<file path="config.mk">
export PLATFORM = sky130hd
export DESIGN_NAME = tcp_scaler
export DESIGN_NICKNAME = d
export VERILOG_FILES = /design/src/core/tcp_scaler.sv
export VERILOG_INCLUDE_DIRS = /design/src /design/src/inc
export SDC_FILE = /design/constraint.sdc
export NUM_CORES = 2
export LEC_CHECK = 0
export BUFFER_PORTS_ARGS = -buffer_cell sky130_fd_sc_hd__buf_2
export CORE_MARGIN = 5
export CORE_UTILIZATION = 45
export DETAILED_ROUTE_END_ITERATION = 10
export SYNTH_ARGS = -nofsm -noshare
export SYNTH_HDL_FRONTEND = slang
export SYNTH_SLANG_ARGS = --single-unit
export TNS_END_PERCENT = 100
</file>
<file path="constraint.sdc">
create_clock -name clk -period 93.6 [get_ports clk]
set_input_delay 4.68 -clock clk [delete_from_list [all_inputs] [get_ports clk]]
set_output_delay 4.68 -clock clk [all_outputs]
set_load 0.05 [all_outputs]
</file>
<file path="src/inc/tcp_regs.svh">
`ifndef TCP_REGS_SVH
`define TCP_REGS_SVH
// timing figures as printed, cycle counts derived at 50 MHz
`define TCP_CLK_MHZ          50
`define TCP_CLK_PERIOD_PS    20000
`define TCP_LOW_MIN_PS       4000
`define TCP_HIGH_MIN_PS      40000
`define TCP_FIRE_DELAY_US    35
`define TCP_TXTRIG_US        50
// least times round up, none below one cycle
`define TCP_LOW_MIN_CYC  ((`TCP_LOW_MIN_PS + `TCP_CLK_PERIOD_PS - 1) / `TCP_CLK_PERIOD_PS)
`define TCP_HIGH_MIN_CYC ((`TCP_HIGH_MIN_PS + `TCP_CLK_PERIOD_PS - 1) / `TCP_CLK_PERIOD_PS)
`define TCP_FIRE_CYC     (`TCP_FIRE_DELAY_US * `TCP_CLK_MHZ)
`define TCP_TXTRIG_CYC   (`TCP_TXTRIG_US * `TCP_CLK_MHZ)
// alarm selector codes
`define TCP_SEL_OFF      3'h0
`define TCP_SEL_GATE1    3'h1
`define TCP_SEL_GATE2    3'h2
`define TCP_SEL_IFGATE   3'h3
`define TCP_SEL_HIGHLIM  3'h4
`define TCP_SEL_LOWLIM   3'h5
// alarm mode codes
`define TCP_MODE_T025    3'h0
`define TCP_MODE_T05     3'h1
`define TCP_MODE_T1      3'h2
`define TCP_MODE_T2      3'h3
`define TCP_MODE_INST    3'h4
`define TCP_MODE_LATCH   3'h5
// hold times of timed modes, in ms
`define TCP_HOLD025_MS   250
`define TCP_HOLD05_MS    500
`define TCP_HOLD1_MS     1000
`define TCP_HOLD2_MS     2000
`define TCP_CYC_PER_MS   (`TCP_CLK_MHZ * 1000)
`endif

</file>
<file path="src/core/tcp_scaler.sv">
`timescale 1ns/1ps
`include "tcp_regs.svh"
// one analog channel: amplitude or thickness scaled to full-scale code
module tcp_scaler #(
  parameter int W = 12
) (
  input  wire logic         clk,
  input  wire logic         reset,
  input  wire logic         load,
  input  wire logic         isThickness,
  input  wire logic [W-1:0] amplitude,
  input  wire logic [W-1:0] amplitudeFull,
  input  wire logic [W-1:0] thickness,
  input  wire logic [W-1:0] displayStart,
  input  wire logic [W-1:0] displayRange,
  output logic      [W-1:0] code
);
  localparam logic [W-1:0] FULL = {W{1'b1}};

  // value/span scaled to full scale, clipped at full scale
  function automatic logic [W-1:0] scale(input logic [W-1:0] v, input logic [W-1:0] span);
    logic [2*W-1:0] prod;
    logic [2*W-1:0] q;
    prod = v * FULL;
    q    = (span == '0) ? '0 : prod / span;
    scale = (q > {{W{1'b0}}, FULL}) ? FULL : q[W-1:0];
  endfunction : scale

  // update only at the valid instant so the pin is stable between cycles
  always_ff @(posedge clk)
  begin
    if (reset)
      code <= '0;
    else if (load)
    begin
      if (isThickness)
        code <= (thickness <= displayStart) ? '0
              : scale(thickness - displayStart, displayRange);
      else
        code <= scale(amplitude, amplitudeFull);
    end
  end
endmodule : tcp_scaler

</file>
Word-level counts from Yosys, hierarchy flattened
Cells that the tools add are included.
{"block": "totals", "output_inout_bits": 12, "register_bits": 12, "elab_cells": 17, "input_bits": 64}
{"block": "classes", "n_reduce_logical": 2, "n_mul": 2, "div_mod_pow": 2, "mux": 6, "add_sub_neg": 1, "order_cmp": 3}
{"operator": "$div 24x12->24", "count": 2}
{"operator": "$gt 24x12->1 const B", "count": 2}
{"operator": "$mul 12x12->24 const B", "count": 2}
{"operator": "$mux 12", "count": 4}
{"operator": "$mux 24", "count": 2}
{"operator": "$logic_not 12->1", "count": 2}
{"operator": "$le 12x12->1", "count": 1}
{"operator": "$sub 12x12->12", "count": 1}

Depth between registers and ports, before layout
{"block": "logic_depth", "word_depth": 8, "depth_mapped": 343, "ltp_nobuf": 323}

Least setup slack after synthesis
No wires, ideal clock.
{"block": "synth_timing", "path_kind": "input to register", "startpoint": "in displayStart[3]", "endpoint": "reg code[0]", "path_buffers": 25, "required_ns": 93.480, "setup_time_ns": 0.120, "stages": 325, "t_arrival_ns": 68.490, "slack_ns": 24.991, "cell_sequence": "inv_1 ha_1 a21o_1 a21oi_1 and2_1 nor2b_1 o21ai_0 nand2b_1 a21o_1 a21oi_1 xnor2_1 xnor2_1 ha_1 fa_1 fa_1 fa_1 inv_1 fa_1 (+289 left out) nor2b_1 o21ai_0 nand2b_1 a21oi_1 nor2b_1 o21ai_0 nand2b_1 a21oi_1 nor2b_1 o21ai_0 nand2b_1 a21oi_1 nand4_1 a21oi_1 nand4_1 a2111oi_2 a21oi_1 o2bb2ai_1"}
{"block": "synth_via", "elab_chain_len": 8, "elab_cells_between_ends": 9, "cone_classes": "add/sub: 1; mul: 1; div: 1; order compare: 2; mux: 4"}
{"item": "start: declaration", "line": "tcp_scaler.sv:14", "rtl": "input wire logic [W-1:0] displayStart,"}
{"item": "$sub 12x12->12", "line": "tcp_scaler.sv:38", "rtl": ": scale(thickness - displayStart, displayRange);"}
{"item": "$mul 12x12->24", "line": "tcp_scaler.sv:24", "rtl": "prod = v * FULL;"}
{"item": "$div 24x12->24", "line": "tcp_scaler.sv:25", "rtl": "q = (span == '0) ? '0 : prod / span;"}
{"item": "$mux 24", "line": "tcp_scaler.sv:25"}
{"item": "$gt 24x12->1", "line": "tcp_scaler.sv:26", "rtl": "scale = (q > {{W{1'b0}}, FULL}) ? FULL : q[W-1:0];"}
{"item": "$mux 12", "line": "tcp_scaler.sv:26"}
{"item": "$mux 12 (*)", "line": "tcp_scaler.sv:37", "rtl": "code <= (thickness <= displayStart) ? '0"}
{"item": "$mux 12 (*)", "line": "tcp_scaler.sv:36", "rtl": "if (isThickness)"}
{"item": "end signal: assignment", "line": "tcp_scaler.sv:37"}
{"item": "end signal: assignment", "line": "tcp_scaler.sv:40", "rtl": "code <= scale(amplitude, amplitudeFull);"}
{"item": "end: declaration", "line": "tcp_scaler.sv:16", "rtl": "output logic [W-1:0] code"}
Every way passes the cells marked *; elsewhere a longest branch is shown, timed or not.
A chain may end at the register's enable or synchronous reset.

Worst setup path after layout
{"block": "layout_timing", "startpoint": "in thickness[0]", "endpoint": "reg code[0]"}
{"block": "layout_via", "elab_chain_len": 8, "elab_cells_between_ends": 9, "cone_classes": "add/sub: 1; mul: 1; div: 1; order compare: 2; mux: 4"}
{"item": "start: declaration", "line": "tcp_scaler.sv:13", "rtl": "input wire logic [W-1:0] thickness,"}
{"item": "$sub 12x12->12", "line": "tcp_scaler.sv:38"}
{"item": "$mul 12x12->24", "line": "tcp_scaler.sv:24"}
{"item": "$div 24x12->24", "line": "tcp_scaler.sv:25"}
{"item": "$mux 24", "line": "tcp_scaler.sv:25"}
{"item": "$gt 24x12->1", "line": "tcp_scaler.sv:26"}
{"item": "$mux 12", "line": "tcp_scaler.sv:26"}
{"item": "$mux 12 (*)", "line": "tcp_scaler.sv:37"}
{"item": "$mux 12 (*)", "line": "tcp_scaler.sv:36"}
Marks and branches as above.

==> reports/metrics.yaml <==
synthesis:
  syn_area_per_cell_um2: 7.398
  synthDistinctLibCells: 129
  syn_inst: 4460
  ys.flop_type: "dfxtp_1"
  ys_seq_elements: 12
  yosys_warnings: 0
  synth_async_sr_flop_share_pct: 0
  syn-num-nets: 5227
  synthesis.area_um2: 33000
  synth_area_leaders: "ha_1 22%, fa_1 7.3%, o21a_1 5.0%"
  synth_top_area_share_pct: 22.11
  ys_seq_area_share_pct: 0.7280
  synth_top_cell_by_area: "ha_1"
  synth_edf_count: 0
finish:
  fin_area_um2: 34510
  final_nets: 5243
  num_antenna_cells: 0
  final_cell_mix: "583 x ha_1, 428 x nand2_1, 344 x nor2_1, 279 x inv_1, 274 x a21oi_1"
  synthToLayoutAreaGrowth_pct: 4.596
  largest_register_ffs: 12
  drive_above_1_share_pct: 7.330
  top_register: "code"
  reg_top3: "code: 12 flops"
  layout_commonest_cell: "ha_1"
  nFillCells: 7477
global_routing:
  grt.total_usage_pct: 22.45
  grt_max_degree: 30
  grt_pass1_wl_mm: 153.3
  grt_pass1_vias: 31827
  antenna_found_initial: 0
  overflow: 0
clock_tree:
  cts_htree_levels: 1
  clkSinkCount: 12
  cts.path.max_buffers: 2
  cts_setup_buffers: 0
  cts_hold_buf: 0
  clk_latency_ps: 240
  cts_tree: "done"
  cts_resized: 0
  cts-root-buf: "clkbuf_16"
  path_clk_slew_ps: 40
  cts_buffers: 3
timing:
  final-setup-viol-count: 0
  setup_slack_ps: 18860
  tns_ps: 0
  max_freq_mhz: 13.38
  hold_viol_final: 0
  tightest_slew_ps: 1038
  rsz0062_at_grt: "no"
  fin_crit_ps: 74740
  fin_crit_sh_pct: 79.85
  hold_ws_ps: 487.1
  clock_skew_ps: 0
  max_slew_margin_pct: 30.69
  finalMaxSlewViolations: 0
worst_setup_path:
  critPathCaptureType: "register"
  cp_top_family: "compound AO/OA/AOI/OAI gates"
  reg2reg_from: "code[5]"
  required_ps: 93720
  crit_fanout: 29
  cp-start-kind: "primary input"
  path_class: "in2reg"
  crit_slowest_cell: "and3_1"
  crit_arrival_ps: 74860
  cp_num_buf_inv: 14
  setup.worst_path.start: "thickness[0]"
  slowest_delay_ps: 810
  crit_top_cell: "o21a_1"
floorplan:
  num_io_pins: 76
  coreArea_um2: 72830
  start_util_pct: 45.30
  die_h_um: 280.8
  chipWidth_um: 280.8
  die_area_um2: 78840
  rows: 99
routing:
  via_per_inst: 6.028
  ant_nets: 0
  drc: 0
  dr.first_iter.drc_count: 1815
  wire_per_inst_um: 16.97
  dr.pass1.iters: 6
  vias: 32756
  wl_mm: 92.22
status:
  status: "finished, final reports clean"
placement:
  place_congestion: 0.9124
  io_buffers: 75
  pre_cts_ws_ps: 19370
  place_area_um2: 34420
  post-dp-hpwl_mm: 78.60
worst_hold_path:
  min_path_type: "reg2reg"
  min_from: "code[2]"
job:
  maxCapViolations: 0
[cells by family (layout without fill, tap and decap cells)]
logic type | after synthesis | after routing | share of synthesized area (%)
mux | 154 | 154 | 5.130
xor+xnor | 251 | 251 | 6.685
buf+inv | 375 | 390 | 4.402
simple gates | 1531 | 1531 | 22.93
compound gates | 1431 | 1431 | 30.65
fa+ha+maj | 706 | 706 | 29.48
flops | 12 | 12 | 0.7280
[cell usage after synthesis (all sizes together) (20+ instances only)]
| cell type | n |
|---|---|
| a211oi | 48 |
| a21boi | 33 |
| a21o | 119 |
| a21oi | 280 |
| a31oi | 34 |
| and2 | 45 |
| and3 | 28 |
| buf | 25 |
| clkbuf | 71 |
| fa | 120 |
| ha | 583 |
| inv | 279 |
| mux2 | 102 |
| mux2i | 52 |
| nand2 | 429 |
| nand2b | 56 |
| nand3 | 94 |
| nand4 | 61 |
| nor2 | 346 |
| nor2b | 51 |
| nor3 | 241 |
| nor4 | 21 |
| o211ai | 55 |
| o21a | 221 |
| o21ai | 228 |
| o21bai | 26 |
| o22ai | 21 |
| o31ai | 139 |
| or2 | 33 |
| or3 | 46 |
| or4 | 20 |
| xnor2 | 166 |
| xor2 | 85 |
[routing by layer]
metal / wire length, µm / part of all wire, % / global-route usage, % / vias to the layer above
met4: 1979 / 2.1 / 4.256 / 0
li1: - / - / - / 16788
met3: 2367 / 2.6 / 0.6563 / 149
met2: 46320 / 50 / 43.17 / 600
met1: 41560 / 45 / 28.05 / 15219
met5: 0 / 0 / 0 / -
[worst register-to-register path, stage by stage (launching register included)]
cell	delay, ps
dfxtp_1	360
nor2_1	50
a311oi_1	240
[metrics by stage]
stage	cells	utilization, %
finish	5434	47.39
floorplan	4460	-
CTS	5434	47.39
detailed placement	5430	47.26
global placement	5430	47.26
global route	5434	47.39
[cell type report]
cell class                 count  area, µm²  share of cell area [%]
clock buffer                   4      88.84                  0.2574
inverter                     279       1047                   3.034
multi-input combinational   4073      31320                   90.75
sequential                    12      240.2                  0.6961
tap                          959       1200                   3.477
timing repair buffer         107      615.6                   1.784
[worst paths after layout]
path	end	slack, ps	depth (start not counted)
max reg2reg	code[5]	92850	2
max	code[0]	18860	309
min reg2reg	code[2]	490	2
min	code[2]	490	2
Power is not shown: default switching activity piles up to over one toggle a cycle in this logic, so the estimate is an artifact.
